==> src/serial_frame_regs.svh <==
// Named constants for the serial frame transmitter.
`ifndef SERIAL_FRAME_REGS_SVH
`define SERIAL_FRAME_REGS_SVH

`define CHAR_SIZE_8 3'h3
`define CHAR_SIZE_9 3'h7
`define CHAR_BITS_MIN 4'h5
`define CHAR_BITS_8 4'h8
`define CHAR_BITS_9 4'h9
`define PARITY_EN_BIT 1
`define PARITY_ODD_BIT 0
`define PRESC_NORMAL 4'hF
`define PRESC_DOUBLE 4'h7
`define PRESC_RESET 4'h0
`define LINE_IDLE 1'h1
`define LINE_START 1'h0
`define LINE_STOP 1'h1
`define DATA_MSB 8

`endif

==> src/serial_frame_pkg.sv <==
// Types shared by the serial frame transmitter.
package serial_frame_pkg;

	typedef logic [8:0] char_t;

	typedef enum logic [2:0] {
		TX_IDLE,
		TX_START,
		TX_DATA,
		TX_PARITY,
		TX_STOP1,
		TX_STOP2
	} tx_state_t;

endpackage

==> src/serial_frame_transmitter.sv <==
// Transmit half of a serial port with shared frame format and stop-bit check.
// What this block does
// RQ1 - Frame is start bit, then data LSB first up to nine bits.
// RQ2 - Parity bit, when enabled, sits after last data bit, before first stop.
// RQ3 - After a frame, start the next at once or idle the line high.
// RQ4 - One frame format setting serves transmitter and receiver alike.
// RQ5 - Software leaves the frame format alone while a transfer runs.
// RQ6 - Stop select appends one or two stop bits per frame.
// RQ7 - Receiver checks only the first stop bit; framing error when it is zero.
// RQ8 - Parity is XOR of data bits for even, its inverse for odd.
// RQ9 - Software sets divisor, format and enable before any transfer.
// RQ10 - Software checks done flags before reinit and clears done before writes.
// RQ11 - An enabled transmitter owns the serial output pin.
// RQ12 - Synchronous mode takes the transfer clock pin to time transmission.
// RQ13 - Writing a character to the data buffer queues and starts transmission.
// RQ14 - Buffered character moves to shifter when idle or right after last stop.
// RQ15 - Shifter sends a whole frame at baud divisor rate or transfer clock.
// RQ16 - Upper bits beyond the character size are ignored.
// RQ17 - Software writes the ninth bit before the low byte.
// RQ18 - Software writes only when the buffer-empty flag shows room.
// RQ19 - Software configures rate, mode and format before transmitting.
// RQ20 - Character size allows five to nine data bits.
// RQ21 - Bit clock is baud tick over 16, 8 or 2 by mode.
// RQ22 - Sync data changes on one transfer-clock edge, polarity picks which.
// RQ23 - Buffer-empty flag is set when no character waits for the shifter.
// RQ24 - Ninth bit is captured together with the low byte at write time.
// RQ25 - Start bit low and stop bits high, each one full bit period.
`include "serial_frame_regs.svh"

module serial_frame_transmitter #(
	parameter int DIV_W = 12,
	parameter int DEPTH = 2
) (
	// Clock and reset.
	input wire logic mclk_i,
	input wire logic rst_i,
	// Configuration shared by both directions.
	input wire logic tx_en_i,
	input wire logic [2:0] char_size_sel_i,
	input wire logic [1:0] parity_mode_sel_i,
	input wire logic two_stop_sel_i,
	input wire logic double_speed_sel_i,
	input wire logic sync_mode_sel_i,
	input wire logic clock_master_sel_i,
	input wire logic clock_polarity_sel_i,
	input wire logic [DIV_W-1:0] baud_divisor_i,
	input wire logic baud_divisor_load_i,
	// Character writes into the data buffer.
	input wire logic data_valid_i,
	input wire logic [7:0] data_buffer_port_i,
	input wire logic tx_ninth_bit_i,
	output logic data_ready_o,
	// Transmit status.
	output logic buf_empty_o,
	output logic tx_done_flag_o,
	input wire logic tx_done_clr_i,
	output logic tx_busy_o,
	// Serial line and transfer clock pin.
	output logic serial_out_pin_o,
	output logic serial_out_pin_oe_o,
	input wire logic transfer_clock_pin_i,
	output logic transfer_clock_pin_o,
	output logic transfer_clock_pin_oe_o,
	// First stop bit sampled by the receive side.
	input wire logic rx_stop_valid_i,
	input wire logic rx_first_stop_i,
	output logic framing_error_o
);

	localparam int AW = (DEPTH > 1) ? $clog2(DEPTH) : 1;
	localparam int CW = $clog2(DEPTH + 1);

	function automatic logic [3:0] char_bits(input logic [2:0] code);
		logic [3:0] n;
		n = `CHAR_BITS_8;
		unique case (code)
			3'h0, 3'h1, 3'h2, 3'h3: n = `CHAR_BITS_MIN + {1'h0, code}; // RQ20
			`CHAR_SIZE_9: n = `CHAR_BITS_9;
			default: n = `CHAR_BITS_8;
		endcase
		return n;
	endfunction

	function automatic serial_frame_pkg::char_t char_mask(input logic [3:0] nbits);
		serial_frame_pkg::char_t m;
		m = '0;
		for (int i = 0; i <= `DATA_MSB; i++) begin
			m[i] = (4'(i) < nbits);
		end
		return m;
	endfunction

	function automatic logic [AW-1:0] next_ptr(input logic [AW-1:0] p);
		return (p == AW'(DEPTH - 1)) ? '0 : p + AW'(1);
	endfunction

	// Baud generator and bit timing.
	logic [DIV_W-1:0] baud_cnt_reg;
	logic baud_tick;
	logic [3:0] presc_reg;
	logic [3:0] presc_limit;
	logic xck_reg;
	logic xck_s1_reg;
	logic xck_s2_reg;
	logic xck_s3_reg;
	logic xck_flt_reg;
	logic xck_flt_next;
	logic bit_tick;

	// Buffer and shifter.
	serial_frame_pkg::char_t mem_reg [DEPTH];
	logic [AW-1:0] wr_ptr_reg;
	logic [AW-1:0] rd_ptr_reg;
	logic [CW-1:0] count_reg;
	logic [CW-1:0] count_next;
	logic push;
	logic pop;
	logic frame_end;
	serial_frame_pkg::char_t head_masked;
	serial_frame_pkg::tx_state_t state_reg;
	serial_frame_pkg::char_t shift_reg;
	logic [3:0] bit_cnt_reg;
	logic [3:0] nbits_reg;
	logic parity_reg;

	// Output flops.
	logic ready_reg;
	logic empty_reg;
	logic done_reg;
	logic busy_reg;
	logic line_reg;
	logic pin_en_reg;
	logic xck_oe_reg;
	logic fe_reg;

	assign baud_tick = (baud_cnt_reg == '0);

	always_ff @(posedge mclk_i) begin
		if (rst_i) begin
			baud_cnt_reg <= '0;
		end else if (baud_divisor_load_i || baud_tick) begin
			baud_cnt_reg <= baud_divisor_i;
		end else begin
			baud_cnt_reg <= baud_cnt_reg - DIV_W'(1);
		end
	end

	assign presc_limit = double_speed_sel_i ? `PRESC_DOUBLE : `PRESC_NORMAL;

	// Asynchronous bit clock divides baud ticks by 16, or by 8 at double speed.
	always_ff @(posedge mclk_i) begin
		if (rst_i || sync_mode_sel_i) begin
			presc_reg <= `PRESC_RESET;
		end else if (baud_tick) begin
			presc_reg <= (presc_reg >= presc_limit) ? `PRESC_RESET : presc_reg + 4'h1; // RQ21
		end
	end

	// Master clock toggles on every baud tick, giving the divide by two.
	always_ff @(posedge mclk_i) begin
		if (rst_i) begin
			xck_reg <= 1'h0;
		end else if (!(sync_mode_sel_i && clock_master_sel_i)) begin
			xck_reg <= clock_polarity_sel_i;
		end else if (baud_tick) begin
			xck_reg <= ~xck_reg; // RQ21
		end
	end

	// The slave clock counts a change only once the second and third stages agree.
	assign xck_flt_next = (xck_s2_reg == xck_s3_reg) ? xck_s3_reg : xck_flt_reg;

	always_ff @(posedge mclk_i) begin
		if (rst_i) begin
			xck_s1_reg <= 1'h0;
			xck_s2_reg <= 1'h0;
			xck_s3_reg <= 1'h0;
			xck_flt_reg <= 1'h0;
		end else begin
			xck_s1_reg <= transfer_clock_pin_i;
			xck_s2_reg <= xck_s1_reg;
			xck_s3_reg <= xck_s2_reg;
			xck_flt_reg <= xck_flt_next;
		end
	end

	// With polarity zero data changes on the rising edge, otherwise on the falling one.
	always_comb begin
		if (!sync_mode_sel_i) begin
			bit_tick = baud_tick && (presc_reg >= presc_limit); // RQ15
		end else if (clock_master_sel_i) begin
			bit_tick = baud_tick && (xck_reg == clock_polarity_sel_i); // RQ22
		end else begin
			bit_tick = (xck_flt_next != xck_flt_reg) && (xck_flt_next == ~clock_polarity_sel_i); // RQ22
		end
	end

	// Buffer control; a pop is only ever taken on a bit tick.
	always_comb begin
		frame_end = bit_tick && ((state_reg == serial_frame_pkg::TX_STOP2) ||
			((state_reg == serial_frame_pkg::TX_STOP1) && !two_stop_sel_i));
		push = data_valid_i && ready_reg; // RQ13
		pop = bit_tick && (count_reg != '0) &&
			((state_reg == serial_frame_pkg::TX_IDLE) || frame_end); // RQ14
		count_next = count_reg + CW'(push) - CW'(pop);
		head_masked = mem_reg[rd_ptr_reg] & char_mask(char_bits(char_size_sel_i)); // RQ16
	end

	// The ninth bit is stored with the low byte so later changes cannot alter it.
	always_ff @(posedge mclk_i) begin
		if (rst_i) begin
			wr_ptr_reg <= '0;
			rd_ptr_reg <= '0;
			count_reg <= '0;
			for (int i = 0; i < DEPTH; i++) begin
				mem_reg[i] <= '0;
			end
		end else begin
			if (push) begin
				mem_reg[wr_ptr_reg] <= {tx_ninth_bit_i, data_buffer_port_i}; // RQ24
				wr_ptr_reg <= next_ptr(wr_ptr_reg);
			end
			if (pop) begin
				rd_ptr_reg <= next_ptr(rd_ptr_reg);
			end
			count_reg <= count_next;
		end
	end

	always_ff @(posedge mclk_i) begin
		if (rst_i) begin
			ready_reg <= 1'h0;
			empty_reg <= 1'h1;
		end else begin
			ready_reg <= tx_en_i && (count_next < CW'(DEPTH));
			empty_reg <= (count_next == '0); // RQ23
		end
	end

	// Frame sequencer; start, parity and each stop state last one bit period, data lasts one per data bit.
	always_ff @(posedge mclk_i) begin
		if (rst_i) begin
			state_reg <= serial_frame_pkg::TX_IDLE;
			shift_reg <= '0;
			bit_cnt_reg <= '0;
			nbits_reg <= `CHAR_BITS_8;
			parity_reg <= 1'h0;
			line_reg <= `LINE_IDLE;
		end else if (pop) begin
			state_reg <= serial_frame_pkg::TX_START;
			shift_reg <= head_masked;
			nbits_reg <= char_bits(char_size_sel_i); // RQ4
			parity_reg <= (^head_masked) ^ parity_mode_sel_i[`PARITY_ODD_BIT]; // RQ8
			bit_cnt_reg <= '0;
			line_reg <= `LINE_START; // RQ25
		end else if (frame_end) begin
			state_reg <= serial_frame_pkg::TX_IDLE;
			line_reg <= `LINE_IDLE; // RQ3
		end else if (bit_tick) begin
			unique case (state_reg)
				serial_frame_pkg::TX_IDLE: begin
					line_reg <= `LINE_IDLE;
				end
				serial_frame_pkg::TX_START: begin
					state_reg <= serial_frame_pkg::TX_DATA;
					line_reg <= shift_reg[0]; // RQ1
					shift_reg <= shift_reg >> 1;
				end
				serial_frame_pkg::TX_DATA: begin
					if (bit_cnt_reg + 4'h1 >= nbits_reg) begin
						if (parity_mode_sel_i[`PARITY_EN_BIT]) begin
							state_reg <= serial_frame_pkg::TX_PARITY;
							line_reg <= parity_reg; // RQ2
						end else begin
							state_reg <= serial_frame_pkg::TX_STOP1;
							line_reg <= `LINE_STOP; // RQ25
						end
					end else begin
						bit_cnt_reg <= bit_cnt_reg + 4'h1;
						line_reg <= shift_reg[0]; // RQ1
						shift_reg <= shift_reg >> 1;
					end
				end
				serial_frame_pkg::TX_PARITY: begin
					state_reg <= serial_frame_pkg::TX_STOP1;
					line_reg <= `LINE_STOP;
				end
				serial_frame_pkg::TX_STOP1: begin
					state_reg <= serial_frame_pkg::TX_STOP2; // RQ6
					line_reg <= `LINE_STOP;
				end
				serial_frame_pkg::TX_STOP2: begin
					line_reg <= `LINE_STOP;
				end
			endcase
		end
	end

	// Done is set when the last stop bit ends with nothing queued; a set beats a clear.
	always_ff @(posedge mclk_i) begin
		if (rst_i) begin
			done_reg <= 1'h0;
		end else if (frame_end && (count_reg == '0)) begin
			done_reg <= 1'h1;
		end else if (tx_done_clr_i) begin
			done_reg <= 1'h0;
		end
	end

	// Disabling waits for queued and shifting characters, so the pin stays owned.
	always_ff @(posedge mclk_i) begin
		if (rst_i) begin
			pin_en_reg <= 1'h0;
			busy_reg <= 1'h0;
			xck_oe_reg <= 1'h0;
		end else begin
			pin_en_reg <= tx_en_i || (count_next != '0) || (state_reg != serial_frame_pkg::TX_IDLE) ||
				pop; // RQ11
			busy_reg <= (count_next != '0) || (state_reg != serial_frame_pkg::TX_IDLE) || pop;
			xck_oe_reg <= sync_mode_sel_i && clock_master_sel_i; // RQ12
		end
	end

	// Only the first stop bit is offered by the receive side; a second is never examined.
	always_ff @(posedge mclk_i) begin
		if (rst_i) begin
			fe_reg <= 1'h0;
		end else if (rx_stop_valid_i) begin
			fe_reg <= (rx_first_stop_i == `LINE_START); // RQ7
		end
	end

	assign data_ready_o = ready_reg;
	assign buf_empty_o = empty_reg;
	assign tx_done_flag_o = done_reg;
	assign tx_busy_o = busy_reg;
	assign serial_out_pin_o = line_reg;
	assign serial_out_pin_oe_o = pin_en_reg;
	assign transfer_clock_pin_o = xck_reg;
	assign transfer_clock_pin_oe_o = xck_oe_reg;
	assign framing_error_o = fe_reg;

endmodule
==> config.mk <==
export PLATFORM = sky130hd
export DESIGN_NAME = serial_frame_transmitter
export DESIGN_NICKNAME = d
export VERILOG_FILES = /design/src/serial_frame_pkg.sv /design/src/serial_frame_transmitter.sv
export VERILOG_INCLUDE_DIRS = /design/src /design/src/src
export SDC_FILE = /design/constraint.sdc
export NUM_CORES = 1
export LEC_CHECK = 0
export BUFFER_PORTS_ARGS = -buffer_cell sky130_fd_sc_hd__buf_2
export CAP_MARGIN = 40
export CORE_MARGIN = 5
export CORE_UTILIZATION = 50
export DETAILED_ROUTE_END_ITERATION = 16
export PLACE_DENSITY = 0.81
export SYNTH_ARGS = -nofsm -noshare
export SYNTH_HDL_FRONTEND = slang
export SYNTH_SLANG_ARGS = --single-unit
==> constraint.sdc <==
create_clock -name mclk_i -period 3 [get_ports mclk_i]
set_input_delay 0.15 -clock mclk_i [delete_from_list [all_inputs] [get_ports mclk_i]]
set_output_delay 0.15 -clock mclk_i [all_outputs]
set_load 0.02 [all_outputs]
# ---- Word level (Yosys, flattened, before mapping)
# Memories as Yosys holds them, arrays and structs flattened. A register that Yosys moved wholly into a read port is not among the register bits.
# Index checks and enable logic that the tools add are counted.
# W data, S select, Z words.
dict set report word_totals {
  ff_bits 54
  ram_bits 18
  wordCells 155
  memories 1
}
# memory depth word_bits read_ports rd_ports_with_merged_regs write_ports line
set memory_table {}
lappend memory_table {mem_reg 2 9 1 1 2 serial_frame_transmitter.sv:111} ;# serial_frame_pkg::char_t mem_reg [DEPTH];
dict set report classes {
  addsub 8
  order_cmp 12
  eq_ne 18
  n_mux 40
  bitwise 7
  n_reduce_logical 45
}
# operator count
set op_table {}
lappend op_table {{$mux W9} 5}
lappend op_table {{$mux W1} 26}
lappend op_table {{$pmux W9 S2} 1}
lappend op_table {{$lt A3 B4 Y1 const A} 4}
lappend op_table {{$eq A3 B2 Y1 const B} 4}
lappend op_table {{$logic_not A12 Y1} 1}
lappend op_table {{$mux W12} 1}
lappend op_table {{$pmux W3 S4} 1}
lappend op_table {{$sub A12 B1 Y12 const B} 1}
lappend op_table {{$logic_and A1 B1 Y1} 11}
lappend op_table {{$and A9 B9 Y9} 1}
lappend op_table {{$eq A3 B3 Y1 const B} 3}
lappend op_table {{$logic_or A1 B1 Y1} 9}
lappend op_table {{$reduce_bool A3 Y1} 3}
lappend op_table {{$reduce_or A9 Y1} 1}
lappend op_table {{$reduce_xor A9 Y1} 1}
lappend op_table {{$add A4 B1 Y4 const B} 2}
lappend op_table {{$ge A4 B4 Y1} 2}
lappend op_table {{$lt A1 B4 Y1 const A} 2}
lappend op_table {{$lt A2 B4 Y1 const A} 2}
lappend op_table {{$mux W4} 2}
lappend op_table {{$pmux W4 S2} 1}
lappend op_table {{$reduce_and A4 Y1} 2}
lappend op_table {{$reduce_bool A2 Y1} 4}
lappend op_table {{25 further kinds} 40}

# ---- Depth between registers and ports, before layout
dict set report logic_depth {
  word_depth 14
  mapped_depth 16
  depth_no_buf 15
}

# ---- Worst setup path after synthesis
# Ideal clock, no wire load.
dict set report synth_timing {
  kind {reg2reg}
  from {reg baud_cnt_reg[0]}
  to {reg pin_en_reg (netlist: serial_out_pin_oe_o)}
  t_arrival_ns 3.121
  required_time_ns 2.868
  path_slack_ns -0.254
  path_stages_with_launch 17
  n_path_buf 1
  cell_sequence {dfxtp_1 inv_1 ha_1 or4b_1 clkbuf_1 nor4_4 and3_1 o22a_4 nand2_4 inv_2 ha_1 inv_1 ha_1 xor2_1 xnor2_1 and4_1 a21oi_1}
}
dict set report synth_via {
  elab_chain_cells 12
  word_cells_on_any_way 14
  classes_between {add/sub (1); mux (2); reduce/logical (11)}
}
# element line
set synth_lines {}
lappend synth_lines {{start: declaration} serial_frame_transmitter.sv:98} ;# logic [DIV_W-1:0] baud_cnt_reg;
lappend synth_lines {{start signal: assignment} serial_frame_transmitter.sv:142} ;# baud_cnt_reg <= baud_divisor_i;
lappend synth_lines {{start signal: assignment} serial_frame_transmitter.sv:144} ;# baud_cnt_reg <= baud_cnt_reg - DIV_W'(1);
lappend synth_lines {{$logic_not A12 Y1 *} serial_frame_transmitter.sv:136} ;# assign baud_tick = (baud_cnt_reg == '0);
lappend synth_lines {{$logic_and A1 B1 Y1} serial_frame_transmitter.sv:192} ;# bit_tick = baud_tick && (xck_reg == clock_polarity_sel_i);
lappend synth_lines {{$mux W1} serial_frame_transmitter.sv:191} ;# end else if (clock_master_sel_i) begin
lappend synth_lines {{$mux W1 *} serial_frame_transmitter.sv:189} ;# if (!sync_mode_sel_i) begin
lappend synth_lines {{$logic_and A1 B1 Y1} serial_frame_transmitter.sv:200} ;# frame_end = bit_tick && ((state_reg == serial_frame_pkg::TX_STOP2) ||
lappend synth_lines {{$logic_or A1 B1 Y1} serial_frame_transmitter.sv:204} ;# ((state_reg == serial_frame_pkg::TX_IDLE) || frame_end);
lappend synth_lines {{$logic_and A1 B1 Y1 *} serial_frame_transmitter.sv:203} ;# pop = bit_tick && (count_reg != '0) &&
lappend synth_lines {{net pop} serial_frame_transmitter.sv:117} ;# logic pop;
lappend synth_lines {{$sub A2 B1 Y2} serial_frame_transmitter.sv:205} ;# count_next = count_reg + CW'(push) - CW'(pop);
lappend synth_lines {{$reduce_bool A2 Y1} serial_frame_transmitter.sv:317} ;# pin_en_reg <= tx_en_i || (count_next != '0) || (state_reg != serial_frame_pkg::TX_IDLE) ||
lappend synth_lines {{$logic_or A1 B1 Y1 (2 in series)} serial_frame_transmitter.sv:317}
lappend synth_lines {{$logic_or A1 B1 Y1 *} serial_frame_transmitter.sv:317}
lappend synth_lines {{end signal: assignment} serial_frame_transmitter.sv:317}
lappend synth_lines {{end: declaration} serial_frame_transmitter.sv:132} ;# logic pin_en_reg;
# Mark *: on every way through the listed nets, which the timed path passes. The rest lies on a longest branch.
# A chain may end at the register's enable or synchronous reset.

# ---- Final worst setup path
# Ends and elaborated chain as after synthesis.

==> metrics <==
combined area of the multi-input logic cells=approximately 2100 um^2; remaining antenna violation count=0; Placement Rows=31; maximum frequency from static timing analysis=341 MHz; pin count of the biggest net entering global routing=41; endpoint class of the critical path=register; top-level I/O count=49; die area=9360 um^2; Post-Route Utilization=about 61%; first-pass GRT wire length=about 14 mm; initial cell density of the core=51.6%; Clock Latency Late Sink=0.35 ns; maximum clock skew at final layout=0.00964 ns; top cells by area in the synthesized netlist=sky130_fd_sc_hd__dfxtp_1, sky130_fd_sc_hd__edfxtp_1, sky130_fd_sc_hd__nor2_1; required time of the critical path=3.22 ns; number of vias per cell=5.49; port buffer count=48; TritonCTS clock tree=built; library cell with the largest summed area after synthesis=sky130_fd_sc_hd__dfxtp_1; Least-Margin Pin Slew=roughly 0.86 ns; Synthesis Warnings=0; Cell variety after synth=59; startpoint type of the worst setup path=register; number of synthesized flops with an enable pin=18; final worst-path cycle share=97.9%; per-instance average area after synthesis=9.36 um^2; crit path max-delay cell type=sky130_fd_sc_hd__or4b_4; most repeated library cell on the critical path=sky130_fd_sc_hd__ha_4; leak pwr=roughly 1.8 nW; Overall Global Routing Usage=17.6%; dpl hpwl=5.97 mm; critical register-to-register path startpoint=baud_cnt_reg[0]$_SDFF_PP0_; maximum clock insertion buffer count=2; clock buffer count from CTS=9; Clock transition at path regs=0.07 ns; Max Cap Viol=0; signal arrival time at the worst endpoint=between 3 and 4 ns; final count of negative-setup-slack endpoints=0; routed len/inst=14.4 um; Critical Path, Cell by Cell=inv_2 > ha_4 > or4b_4 > nor4_4 > and3_4 > o22a_4 > nand2_4 > clkinv_4 > ha_4 > inv_2 > ha_4 > xor2_4 > xnor2_2 > and4_1 > a21oi_2; number of nets in the finished design=519; summed instance area of the synthesized netlist=approximately 3800 um^2; FF+latch count, synth=73; post-placement worst setup slack=-0.0149 ns; startpoint of the lowest-slack hold path=transfer_clock_pin_i; number of levels the H-tree was split into=3; top-area cell type share of the netlist area=29.3%; Filler cells=618; flop2flop setup slack=0.06 ns; sequential cell area fraction in the yosys report=43.6%; sink count of the clock tree=73; vias after detailed routing=3110; final hold vios=0; RD Place Congestion=0.873; final-layout worst hold slack=approximately 0.018 ns; max-slew violation count=0; Die Width=between 90 and 100 um; Bufs and invs on worst path=3; beginning of the critical path=baud_cnt_reg[0]$_SDFF_PP0_; highest cell delay on the worst timing path=approximately 0.47 ns; master cell of the clock root buffer=sky130_fd_sc_hd__clkbuf_8; Most used DFF post-synth=sky130_fd_sc_hd__dfxtp_1; number of antenna repair diodes=0; total routed wirelength=8.14 mm; worst-case setup margin in the final layout=roughly 0.064 ns; unrepaired setup endpoints after global routing=true; Top delay family on crit path=simple AND/OR/NAND/NOR gates; power density normalized to cell area=524 nW/um^2; Setup CP Type=reg -> reg; outcome=finished clean; nets in the synthesized netlist=458; number of antenna violations at the first check in global routing=0; highest net fanout along the worst path=4; Die H=slightly below 100 um; total overflow reported by the global router=0; via count of the first global-routing pass=2981; post-layout min period=2.94 ns; IR drop worst, VDD=roughly 0.00031 V; drt initial violations=223; worst hold path class=in -> reg; max_slew headroom=42.5%; post-synthesis cell count=between 400 and 500; flip-flop count of the largest register after layout=18; CORE AREA=7290 um^2; layout cell share with drive strength beyond 1=22.6%; area added between synthesis and finish=19.0%; drc violations=0; sequential cell area=1640 um^2; number of iterations in the first detailed-routing pass=5; share of synthesized flip-flops with an asynchronous set or reset=0%
report_power, final:
part           switching [mW]  total [mW]  leakage [nW]  internal (mW)
clock network           0.358       0.739        0.0832          0.382
registers              0.0498        1.12         0.638           1.08
logic                   0.263       0.482          1.06          0.219
total                   0.670        2.35          1.78           1.68
cell usage after synthesis, drive strengths merged (3+ instances only):
cell type / number
a211oi: 16
nor2b: 6
nor4: 4
buf: 4
nor3: 16
o22a: 3
xnor2: 13
xor2: 12
edfxtp: 18
or2: 4
or3: 3
nand2: 19
ha: 16
dfxtp: 55
nor2: 56
a21oi: 24
a31oi: 3
inv: 14
nand3: 8
and2: 18
o21ai: 13
mux2i: 13
a311oi: 6
clkbuf: 13
nand2b: 9
metal layers:
layer	up-vias	wire (um)	global-route usage [%]
met5	-	0	0
met4	0	125	7.45
met3	9	392	2.52
met2	84	3970	28.7
met1	1462	3660	23.2
li1	1555	-	-
worst reg2reg max path: cells and delay by family, from the launching register on:
family | cells | cell delay (ns)
adders and majority gates | 3 | 0.45
DFF | 1 | 0.33
xor gates and xnor gates | 2 | 0.30
buffers and inverters | 3 | 0.18
and+or+nand+nor | 5 | 1.35
AOI/OAI and AO/OA | 2 | 0.21
cells in the final DEF, fill, tap and decap left out, types with 3 or more instances in the layout:
cell type | synthesis | routed
sky130_fd_sc_hd__nor2_1 | 55 | 55
sky130_fd_sc_hd__dfxtp_1 | 55 | 53
sky130_fd_sc_hd__buf_2 | 0 | 48
sky130_fd_sc_hd__a21oi_1 | 24 | 23
sky130_fd_sc_hd__nand2_1 | 18 | 18
sky130_fd_sc_hd__and2_1 | 18 | 18
sky130_fd_sc_hd__edfxtp_1 | 18 | 18
sky130_fd_sc_hd__buf_4 | 2 | 17
sky130_fd_sc_hd__a211oi_1 | 16 | 16
sky130_fd_sc_hd__nor3_1 | 16 | 16
sky130_fd_sc_hd__o21ai_0 | 13 | 13
sky130_fd_sc_hd__mux2i_1 | 13 | 13
sky130_fd_sc_hd__ha_1 | 16 | 13
sky130_fd_sc_hd__xnor2_1 | 13 | 12
sky130_fd_sc_hd__xor2_1 | 12 | 11
sky130_fd_sc_hd__inv_1 | 13 | 10
sky130_fd_sc_hd__nand2b_1 | 9 | 9
sky130_fd_sc_hd__clkbuf_8 | 0 | 9
sky130_fd_sc_hd__nand3_1 | 8 | 8
sky130_fd_sc_hd__nor2b_1 | 6 | 6
sky130_fd_sc_hd__a311oi_1 | 6 | 6
sky130_fd_sc_hd__or2_2 | 4 | 4
sky130_fd_sc_hd__a31oi_1 | 3 | 3
sky130_fd_sc_hd__inv_2 | 1 | 3
sky130_fd_sc_hd__or3_1 | 3 | 3
sky130_fd_sc_hd__ha_4 | 0 | 3
sky130_fd_sc_hd__clkinvlp_4 | 0 | 3
per-stage QoR:
step | power (mW) | area [um^2] | instances | setup TNS [ns]
after floorplan | 1.47 | 3820 | 402 | -0.408
after global placement | 1.58 | 4200 | 545 | 0
after detailed placement | 1.60 | 4200 | 545 | -0.0149
after CTS | 2.33 | 4410 | 563 | 0
after global routing | 2.45 | 4480 | 567 | -0.290
final | 2.35 | 4480 | 567 | 0
worst paths after layout:
path | end | cells past startpoint
min | xck_s1_reg$_SDFF_PP0_ | 2
min reg2reg | xck_s2_reg$_SDFF_PP0_ | 1
max | serial_out_pin_oe_o$_SDFF_PP0_ | 15
max reg2reg | serial_out_pin_oe_o$_SDFF_PP0_ | 15
timing repair:
| item | in CTS | in global routing |
|---|---|---|
| setup buffers | 0 | 4 |
| endpoints found under the setup margin | 2 | 5 |
| pin swaps | 1 | 8 |
| resized for setup | 0 | 8 |
| endpoints found under the hold margin | 1 | 0 |
| hold buffers | 2 | 0 |
area by class of cell:
type                            count  share of cell area, %
Inverter                           14                   1.28
Tap cell                           99                   2.76
Sequential cell                    73                   36.7
Clock inverter                      5                   1.26
Multi-Input combinational cell    298                   46.4
Clock buffer                       11                   2.93
Timing Repair Buffer               67                   8.66
cell families (layout without fill, tap and decap cells):
logic type,after synthesis,count (layout),synth area share (%)
buffers and inverters,31,97,3.29
adder cells (fa/ha/maj),16,16,5.32
AO/OA/AOI/OAI,80,80,14.2
multiplexers,15,15,4.06
flip-flops,73,73,43.6
XOR/XNOR,27,27,7.01
AND/OR/NAND/NOR,160,160,22.5
No activity file was read; power rests on OpenSTA's default activity.
